[config.mk]
export PLATFORM = sky130hd
export DESIGN_NAME = lsife_top
export DESIGN_NICKNAME = d
export VERILOG_FILES = /design/src/rtl/lsife_pkg.sv /design/src/rtl/lsife_sync2.sv /design/src/rtl/lsife_fifo.sv /design/src/rtl/lsife_top.sv
export SDC_FILE = /design/constraint.sdc
export NUM_CORES = 1
export LEC_CHECK = 0
export ABC_AREA = 1
export BUFFER_PORTS_ARGS = -buffer_cell sky130_fd_sc_hd__buf_4
export CAP_MARGIN = 20
export CORE_AREA = 2 2 250 313
export DETAILED_ROUTE_END_ITERATION = 16
export DIE_AREA = 0 0 252 315
export PLACE_DENSITY_LB_ADDON = 0.25
export SLEW_MARGIN = 10
export SYNTH_ARGS = -nofsm -noshare
export SYNTH_HDL_FRONTEND = slang
export SYNTH_SLANG_ARGS = --single-unit
[constraint.sdc]
create_clock -name clk_i -period 2.9 [get_ports clk_i]
set_input_delay 0.29 -clock clk_i [delete_from_list [all_inputs] [get_ports clk_i]]
set_output_delay 0.29 -clock clk_i [all_outputs]
set_load 0.05 [all_outputs]
[src/rtl/lsife_pkg.sv]
// Constants and types of the sample input front end
//
// Overview of operation
// - Samples reach the converter only while transmit_gate is high; while it is low the code is all zeros and the sample lanes are ignored.
// - A high sleep input puts the device into its low-power state; low means normal operation, and a pulldown holds it low.
// - The sample lanes are captured at double data rate, two words in every input_word_clock cycle.
// - Channel A words arrive on the rising and channel B words on the falling edge of input_word_clock and are split there.
// - Without bus reversal lane 13 is the most and lane 0 the least significant bit of each word.
// - fifo_restart_pair is sampled on the rising edge of input_word_clock and restarts the input FIFO.
// - divider_align_pair is sampled on the rising edge of conversion_clock and resets the dividers and FIFO output phase.
// - With divider_align_pair left unconnected (low) the device works normally without alignment.
// - Codes are offset binary: all zeros gives full-scale current and all ones gives zero current.
package lsife_pkg;

  localparam int LSIFE_LANES = 14;
  localparam int LSIFE_FIFO_DEPTH = 32;
  localparam int LSIFE_LEVEL_W = 6;
  localparam int LSIFE_DIV_W = 2;

  // Reset values and the last divider count
  localparam logic [LSIFE_LANES-1:0] LSIFE_CODE_RST = 14'h0000;
  localparam logic [LSIFE_LANES-1:0] LSIFE_ZERO_CURRENT = 14'h0000;
  localparam logic [LSIFE_DIV_W-1:0] LSIFE_DIV_RST = 2'h0;
  localparam logic [LSIFE_DIV_W-1:0] LSIFE_DIV_LAST = 2'h1;

  typedef logic [LSIFE_LANES-1:0] lsife_word_t;

  // Pin group after the two-flop synchroniser
  typedef struct packed {
    lsife_word_t lanes;
    logic word_clk;
    logic restart;
    logic conv_clk;
    logic align;
    logic gate;
    logic sleep;
    logic reverse;
  } lsife_pins_t;

  // Channel A and B words of one input clock cycle
  typedef struct packed {
    lsife_word_t chan_a;
    lsife_word_t chan_b;
  } lsife_pair_t;

  typedef enum logic [1:0] {
    LSIFE_WAIT,
    LSIFE_CHAN_A,
    LSIFE_CHAN_B
  } lsife_out_state_t;

endpackage

[src/rtl/lsife_sync2.sv]
// Two-flop synchroniser for pin inputs
module lsife_sync2 #(
  parameter int WIDTH = 1
) (
  // Clock and reset
  input wire logic clk_i,
  input wire logic nrst_i,
  // Data
  input wire logic [WIDTH-1:0] async_i,
  output logic [WIDTH-1:0] sync_o
);

  logic [WIDTH-1:0] stage1;
  logic [WIDTH-1:0] next_stage1;
  logic [WIDTH-1:0] next_sync;

  always_comb begin
    next_stage1 = async_i;
    next_sync = stage1;
  end

  always_ff @(posedge clk_i or negedge nrst_i) begin
    if (!nrst_i) begin
      stage1 <= '0;
      sync_o <= '0;
    end else begin
      stage1 <= next_stage1;
      sync_o <= next_sync;
    end
  end

endmodule

[src/rtl/lsife_fifo.sv]
// Flip-flop FIFO with valid and ready on both sides
module lsife_fifo #(
  parameter int WIDTH = 28,
  parameter int DEPTH = 32
) (
  // Clock and reset
  input wire logic clk_i,
  input wire logic nrst_i,
  input wire logic flush_i,
  // Fill side
  input wire logic in_valid_i,
  output logic in_ready_o,
  input wire logic [WIDTH-1:0] in_data_i,
  // Drain side
  output logic out_valid_o,
  input wire logic out_ready_i,
  output logic [WIDTH-1:0] out_data_o,
  output logic [$clog2(DEPTH):0] level_o
);

  localparam int AW = $clog2(DEPTH);

  logic [WIDTH-1:0] mem [DEPTH];
  logic [AW-1:0] wr_ptr;
  logic [AW-1:0] rd_ptr;
  logic [AW:0] count;
  logic [AW-1:0] next_wr_ptr;
  logic [AW-1:0] next_rd_ptr;
  logic [AW:0] next_count;
  logic push;
  logic pop;

  always_comb begin
    in_ready_o = (count != (AW + 1)'(DEPTH)) | (out_ready_i & (count != '0));
    out_valid_o = (count != '0);
    out_data_o = mem[rd_ptr];
    level_o = count;
    push = in_valid_i & in_ready_o & ~flush_i;
    pop = out_valid_o & out_ready_i & ~flush_i;
    next_wr_ptr = push ? AW'(wr_ptr + 1'b1) : wr_ptr;
    next_rd_ptr = pop ? AW'(rd_ptr + 1'b1) : rd_ptr;
    next_count = count;
    if (push && !pop) begin
      next_count = (AW + 1)'(count + 1'b1);
    end else if (pop && !push) begin
      next_count = (AW + 1)'(count - 1'b1);
    end
    if (flush_i) begin
      next_wr_ptr = '0;
      next_rd_ptr = '0;
      next_count = '0;
    end
  end

  always_ff @(posedge clk_i or negedge nrst_i) begin
    if (!nrst_i) begin
      wr_ptr <= '0;
      rd_ptr <= '0;
      count <= '0;
    end else begin
      wr_ptr <= next_wr_ptr;
      rd_ptr <= next_rd_ptr;
      count <= next_count;
    end
  end

  always_ff @(posedge clk_i) begin
    if (push) begin
      mem[wr_ptr] <= in_data_i;
    end
  end

endmodule

[src/rtl/lsife_top.sv]
// Sample input front end: DDR capture, FIFO and conversion-clock output
module lsife_top (
  // Clock and reset
  input wire logic clk_i,
  input wire logic nrst_i,
  // Sample link pins
  input wire logic [lsife_pkg::LSIFE_LANES-1:0] sample_lanes_i,
  input wire logic input_word_clock_i,
  input wire logic fifo_restart_pair_i,
  // Conversion clock pins
  input wire logic conversion_clock_i,
  input wire logic divider_align_pair_i,
  // Control pins
  input wire logic transmit_gate_i,
  input wire logic sleep_i,
  input wire logic bus_reverse_i,
  // Converter side
  output logic [lsife_pkg::LSIFE_LANES-1:0] conv_code_o,
  output logic [lsife_pkg::LSIFE_LANES-1:0] current_level_o,
  output logic conv_valid_o,
  output logic channel_b_o,
  output logic divider_tick_o,
  // Status
  output logic sleep_o,
  output logic fifo_empty_o,
  output logic [lsife_pkg::LSIFE_LEVEL_W-1:0] fifo_level_o,
  output logic overflow_o,
  output logic underflow_o
);
  import lsife_pkg::*;

  ////////////////////////////////////////////////////////////////////////////////
  // Pin synchronisation

  lsife_pins_t raw_pins;
  lsife_pins_t pins;

  assign raw_pins = '{
    lanes: sample_lanes_i,
    word_clk: input_word_clock_i,
    restart: fifo_restart_pair_i,
    conv_clk: conversion_clock_i,
    align: divider_align_pair_i,
    gate: transmit_gate_i,
    sleep: sleep_i,
    reverse: bus_reverse_i
  };

  lsife_sync2 #(
    .WIDTH($bits(lsife_pins_t))
  ) u_sync (
    .clk_i(clk_i),
    .nrst_i(nrst_i),
    .async_i(raw_pins),
    .sync_o(pins)
  );

  // Bit order of a lane word
  function automatic lsife_word_t lane_order(input lsife_word_t w, input logic rev);
    lsife_word_t r;
    r = w;
    if (rev) begin
      for (int i = 0; i < LSIFE_LANES; i++) begin
        r[i] = w[LSIFE_LANES-1-i];
      end
    end
    return r;
  endfunction

  ////////////////////////////////////////////////////////////////////////////////
  // Edge detection

  logic word_clk_prev;
  logic conv_clk_prev;
  logic next_word_clk_prev;
  logic next_conv_clk_prev;
  logic word_rise;
  logic word_fall;
  logic conv_rise;
  logic active;

  always_comb begin
    next_word_clk_prev = pins.word_clk;
    next_conv_clk_prev = pins.conv_clk;
    word_rise = pins.word_clk & ~word_clk_prev;
    word_fall = ~pins.word_clk & word_clk_prev;
    conv_rise = pins.conv_clk & ~conv_clk_prev;
    active = pins.gate & ~pins.sleep;
  end

  always_ff @(posedge clk_i or negedge nrst_i) begin
    if (!nrst_i) begin
      word_clk_prev <= 1'b0;
      conv_clk_prev <= 1'b0;
    end else begin
      word_clk_prev <= next_word_clk_prev;
      conv_clk_prev <= next_conv_clk_prev;
    end
  end

  ////////////////////////////////////////////////////////////////////////////////
  // DDR capture into the FIFO

  lsife_word_t hold_a;
  logic hold_a_valid;
  logic overflow;
  lsife_word_t next_hold_a;
  logic next_hold_a_valid;
  logic next_overflow;
  lsife_word_t lanes;
  logic fifo_flush;
  logic fifo_in_valid;
  logic fifo_in_ready;
  lsife_pair_t fifo_in_data;

  always_comb begin
    lanes = lane_order(pins.lanes, pins.reverse);
    fifo_flush = word_rise & pins.restart;
    next_hold_a = hold_a;
    next_hold_a_valid = hold_a_valid;
    fifo_in_valid = 1'b0;
    fifo_in_data = '{chan_a: hold_a, chan_b: lanes};
    next_overflow = 1'b0;
    if (!active || fifo_flush) begin
      next_hold_a_valid = 1'b0;
    end else if (word_rise) begin
      next_hold_a = lanes;
      next_hold_a_valid = 1'b1;
    end else if (word_fall && hold_a_valid) begin
      fifo_in_valid = 1'b1;
      next_overflow = ~fifo_in_ready;
      next_hold_a_valid = 1'b0;
    end
  end

  always_ff @(posedge clk_i or negedge nrst_i) begin
    if (!nrst_i) begin
      hold_a <= LSIFE_CODE_RST;
      hold_a_valid <= 1'b0;
      overflow <= 1'b0;
    end else begin
      hold_a <= next_hold_a;
      hold_a_valid <= next_hold_a_valid;
      overflow <= next_overflow;
    end
  end

  ////////////////////////////////////////////////////////////////////////////////
  // Input FIFO

  logic fifo_out_valid;
  logic fifo_out_ready;
  lsife_pair_t fifo_out_data;
  logic [LSIFE_LEVEL_W-1:0] fifo_level;

  lsife_fifo #(
    .WIDTH($bits(lsife_pair_t)),
    .DEPTH(LSIFE_FIFO_DEPTH)
  ) u_fifo (
    .clk_i(clk_i),
    .nrst_i(nrst_i),
    .flush_i(fifo_flush),
    .in_valid_i(fifo_in_valid),
    .in_ready_o(fifo_in_ready),
    .in_data_i(fifo_in_data),
    .out_valid_o(fifo_out_valid),
    .out_ready_i(fifo_out_ready),
    .out_data_o(fifo_out_data),
    .level_o(fifo_level)
  );

  ////////////////////////////////////////////////////////////////////////////////
  // Conversion-clock output sequencing and divider

  lsife_out_state_t state;
  lsife_out_state_t next_state;
  lsife_word_t chan_b_word;
  lsife_word_t next_chan_b_word;
  logic [LSIFE_DIV_W-1:0] div_count;
  logic [LSIFE_DIV_W-1:0] next_div_count;
  lsife_word_t code;
  lsife_word_t next_code;
  logic next_valid;
  logic next_chan_b;
  logic next_tick;
  logic next_underflow;
  logic align_hit;

  always_comb begin
    align_hit = conv_rise & pins.align;
    next_state = state;
    next_chan_b_word = chan_b_word;
    next_div_count = div_count;
    next_code = code;
    next_valid = conv_valid_o;
    next_chan_b = channel_b_o;
    next_tick = 1'b0;
    next_underflow = 1'b0;
    fifo_out_ready = 1'b0;
    if (conv_rise) begin
      next_div_count = (div_count == LSIFE_DIV_LAST) ? LSIFE_DIV_RST
                       : LSIFE_DIV_W'(div_count + 1'b1);
      next_tick = (div_count == LSIFE_DIV_LAST);
    end
    if (align_hit) begin
      // Aligning rise restarts the divider and gives no tick
      next_div_count = LSIFE_DIV_RST;
      next_tick = 1'b0;
      next_state = LSIFE_WAIT;
      next_code = LSIFE_CODE_RST;
      next_valid = 1'b0;
      next_chan_b = 1'b0;
    end else if (!active) begin
      next_state = LSIFE_WAIT;
      next_code = LSIFE_CODE_RST;
      next_valid = 1'b0;
      next_chan_b = 1'b0;
    end else if (conv_rise) begin
      case (state)
        LSIFE_CHAN_A: begin
          next_code = chan_b_word;
          next_chan_b = 1'b1;
          next_state = LSIFE_CHAN_B;
        end
        LSIFE_WAIT, LSIFE_CHAN_B: begin
          if (fifo_out_valid) begin
            fifo_out_ready = 1'b1;
            next_code = fifo_out_data.chan_a;
            next_chan_b_word = fifo_out_data.chan_b;
            next_valid = 1'b1;
            next_chan_b = 1'b0;
            next_state = LSIFE_CHAN_A;
          end else begin
            next_code = LSIFE_CODE_RST;
            next_valid = 1'b0;
            next_chan_b = 1'b0;
            next_underflow = (state == LSIFE_CHAN_B);
            next_state = LSIFE_WAIT;
          end
        end
        default: begin
          next_state = LSIFE_WAIT;
        end
      endcase
    end
  end

  always_ff @(posedge clk_i or negedge nrst_i) begin
    if (!nrst_i) begin
      state <= LSIFE_WAIT;
      chan_b_word <= LSIFE_CODE_RST;
      div_count <= LSIFE_DIV_RST;
      code <= LSIFE_CODE_RST;
      conv_valid_o <= 1'b0;
      channel_b_o <= 1'b0;
      divider_tick_o <= 1'b0;
      underflow_o <= 1'b0;
    end else begin
      state <= next_state;
      chan_b_word <= next_chan_b_word;
      div_count <= next_div_count;
      code <= next_code;
      conv_valid_o <= next_valid;
      channel_b_o <= next_chan_b;
      divider_tick_o <= next_tick;
      underflow_o <= next_underflow;
    end
  end

  ////////////////////////////////////////////////////////////////////////////////
  // Converter drive and status

  lsife_word_t next_current;
  logic next_sleep;
  logic next_empty;

  always_comb begin
    next_sleep = pins.sleep;
    next_current = pins.sleep ? LSIFE_ZERO_CURRENT : ~next_code;
    next_empty = ~fifo_out_valid;
  end

  always_ff @(posedge clk_i or negedge nrst_i) begin
    if (!nrst_i) begin
      conv_code_o <= LSIFE_CODE_RST;
      current_level_o <= LSIFE_ZERO_CURRENT;
      sleep_o <= 1'b0;
      fifo_empty_o <= 1'b1;
      fifo_level_o <= '0;
      overflow_o <= 1'b0;
    end else begin
      conv_code_o <= next_code;
      current_level_o <= next_current;
      sleep_o <= next_sleep;
      fifo_empty_o <= next_empty;
      fifo_level_o <= fifo_level;
      overflow_o <= overflow;
    end
  end

endmodule

==> metrics.csv <==
metric,value,unit
status,completed,
RD Place Congestion,0.857,
total CTS buffers,98,
CTS tree,built,
R2R cell count,10,
Seq pwr share,51.7,%
antenna-violating nets left,0,
crit path max-delay cell type,dfrtp_1,
Worst-Margin Slew,1.09,ns
top post-synthesis cells by area,"edfxtp_1, dfrtp_1, nand2_1",
Mapped Area,41600,µm²
Tcrit/Tclk final,90.1,%
Critical Path Stages,10,
post-DP HPWL,64.5,mm
GRT overflow,0,
top-area cell type share of the netlist area,64.7,%
WS Path Type,reg -> reg,
logic gate share of total power,11.0,%
Area growth syn-to-layout,14.0,%
die area,79400,µm²
Synth Area in Compound Gates,7.23,%
VDD IR max,0.000521,V
largest net degree at the start of global routing,128,
unrepaired setup endpoints after global routing,no,
Final Non-Filler Cells,4772,
cell row count,114,
CP max FO,16,
pre-CTS setup slack,0.221,ns
H-tree depth,3,
"top cells by count, synth","edfxtp_1, nand2_1, nor2_1",
CP endpoint kind,flop,
Worst-path clk slew,0.06,ns
worst path required time,3.21,ns
Pint,24900,µW
R2R Path End,u_fifo.mem[3][9],
CP Launch Type,flop,
vias in the first global route,26500,
initial DRC count,2917,
CTS Sinks,1031,
HP Class,in -> async,
drt pass-1 iters,6,
Slew Limit Fails,0,
final worst slack,0.287,ns
slew margin rel.,27.0,%
setup TNS,0,ns
Power Density,703,nW/µm²
main combinational cell family by area after synthesis,simple AND/OR/NAND/NOR gates,
multiplexer share of the synthesized area,0,%
Synth area leader,edfxtp_1,
clock buffer depth,3,
Post-synth EDFFs,896,
Vias,27300,
Tmin final,2.61,ns
antenna fix cells,0,
Fin. Hold Viols,0,
Worst Skew,0.0295,ns
Net Switching,8410,µW
io pins,64,
Final #Nets,3740,
clock share of power,37.3,%
worst skew pair latency,0.67,ns
drt drc,0,
ys async rst share,13.1,%
# resized after CTS,0,
post-synthesis adder-cell area fraction,0.319,%
crit path to,u_fifo.mem[3][9],
Setup-failing EPs final,0,
WHS,0.167,ns
net count after synthesis,3599,
area share of xor/xnor cells in the synthesized design,0.0631,%
Clk Tree Root Cell,clkbuf_16,
fraction of the mapped netlist area in simple logic gates,14.6,%
Peak Freq,383,MHz
Yosys Warn Count,0,
most common cell in the netlist,edfxtp_1,
sw frac,25.2,%
worst r2r src,conv_clk_prev,
top_reg_cell synth,edfxtp_1,
fin util,61.8,%
Mapped Cells,3566,
Total GRT Usage,27.5,%
WL per Instance,22.7,µm
register area share after synthesis,72.8,%
layout cell share with drive strength beyond 1,11.2,%
initial core utilization,54.2,%
count of input and output buffers,63,
Seq cells post-synth,1031,
Mapped Avg Cell Area,11.7,µm²
Worst EP arrival,2.92,ns
Reg2Reg Setup Slack,0.29,ns
Core Area,76700,µm²
Netlist cell types,36,
critical-path cell list,nor2_4 > nand2_2 > nor2_4 > nand2_2 > nand3_2 > nand2_2 > nor2_1 > inv_1 > nor2_4 > buf_4,
Inst Count DP,4564,
Worst setup startpoint,conv_clk_prev,
max-cap viol count,0,
Die X,252,µm
Leak,0.0182,µW
Die H,315,µm
Worst Path Buf+Inv,2,
Crit path max-delay family,simple AND/OR/NAND/NOR gates,
initial antenna violation count,1,
first-pass GRT wire length,161,mm
CP peak stage delay,0.39,ns
total wire length,109,mm
vias per std cell,5.71,
==> worst min path at each step <==
stage / from / slack, ns / endpoint
6_report: nrst_i / 0.17 / u_sync.sync_o[4]
5_1_grt: nrst_i / 0.22 / u_sync.sync_o[4]
4_1_cts: nrst_i / 0.17 / hold_a_valid
3_5_place_dp: nrst_i / 0.30 / hold_a_valid
3_3_place_gp: nrst_i / 0.31 / u_sync.sync_o[5]
2_1_floorplan: nrst_i / -0.006 / chan_b_word[0]
==> cells in the final DEF (no fill, tap or decap), types with 3 or more instances in the layout <==
master and instances:
edfxtp_1 896, nand2_1 768, nor2_1 435, nand3_1 262, inv_1 251, o21ai_0 230, buf_4 179, dfrtp_1 131
a21oi_1 104, clkbuf_16 102, o21ai_1 85, o211ai_1 53, nor2_4 35, o22ai_1 34, buf_12 29, clkbuf_1 27
a22oi_1 22, dlygate4sd3_1 22, clkinv_2 19, clkinv_1 18, ha_1 9, inv_2 8, a21oi_2 7, o21ai_2 7
bufinv_16 6, nand2_2 5, clkbuf_8 4, nor3_1 3, o211ai_2 3, xor2_1 3, clkinv_8 3, buf_8 3
dfrtp_4 3
==> worst register-to-register path, delay by kind of cell (launching register included) <==
family / cells / cell delay (ns)
and+or+nand+nor: 8 / 1.13
buffers and inverters: 2 / 0.71
DFF: 1 / 0.39
==> stage by stage <==
stage | area [µm²] | total power, µW
after detailed placement | 44000 | 21100
after global routing | 47400 | 34400
after global placement | 44000 | 21100
final | 47400 | 33300
after floorplan | 41600 | 19800
after CTS | 47300 | 33400
==> area by class of cell <==
class	instances	area [µm²]
Sequential cell	1031	30300
Clock buffer	132	2680
Tap cell	986	1230
Inverter	263	997
Multi-Input combinational cell	2077	9550
Clock inverter	47	418
Timing Repair Buffer	236	2250
Fill cell	5928	29300
==> flip-flops by register name, indices dropped and copies added, names as in the netlist, 2 cells and up <==
name / cells
state: 2
u_fifo.rd_ptr: 5
u_fifo.mem: 896
conv_code_o: 14
u_sync.next_sync: 21
fifo_level_o: 6
chan_b_word: 14
u_sync.sync_o: 21
u_fifo.level_o: 6
hold_a: 14
u_fifo.wr_ptr: 5
current_level_o: 14
div_count: 2
==> layer usage <==
metal	share of wire (%)	wire, µm	global-route usage (%)	up-vias
li1	-	-	-	12500
met1	39	41800	35.7	13300
met2	50	54300	47.0	1186
met3	7.5	8120	3.39	231
met4	4.0	4340	11.8	0
met5	0	0	0	-
==> cell families (layout without fill, tap and decap cells) <==
kind of cell,after synthesis,after routing
AO/OA/AOI/OAI,549,549
adder cells (fa/ha/maj),10,10
AND/OR/NAND/NOR,1515,1515
XOR/XNOR,3,3
flip-flops,1031,1031
buffers and inverters,458,678
==> power groups by stage <==
stage	combinational (µW)	clock (µW)	sequential (µW)
after CTS	3520	12500	17300
final	3670	12400	17200
after global routing	4040	13100	17300
after detailed placement	3470	0	17600
after floorplan	2190	0	17600
after global placement	3450	0	17600
==> timing repair <==
item | in CTS | in global routing
setup endpoints to repair | 0 | 9
buffers inserted | 0 | 2
endpoints found under the hold margin | 75 | 0
hold buffers | 22 | 0
No activity file was read; power rests on OpenSTA's default activity.
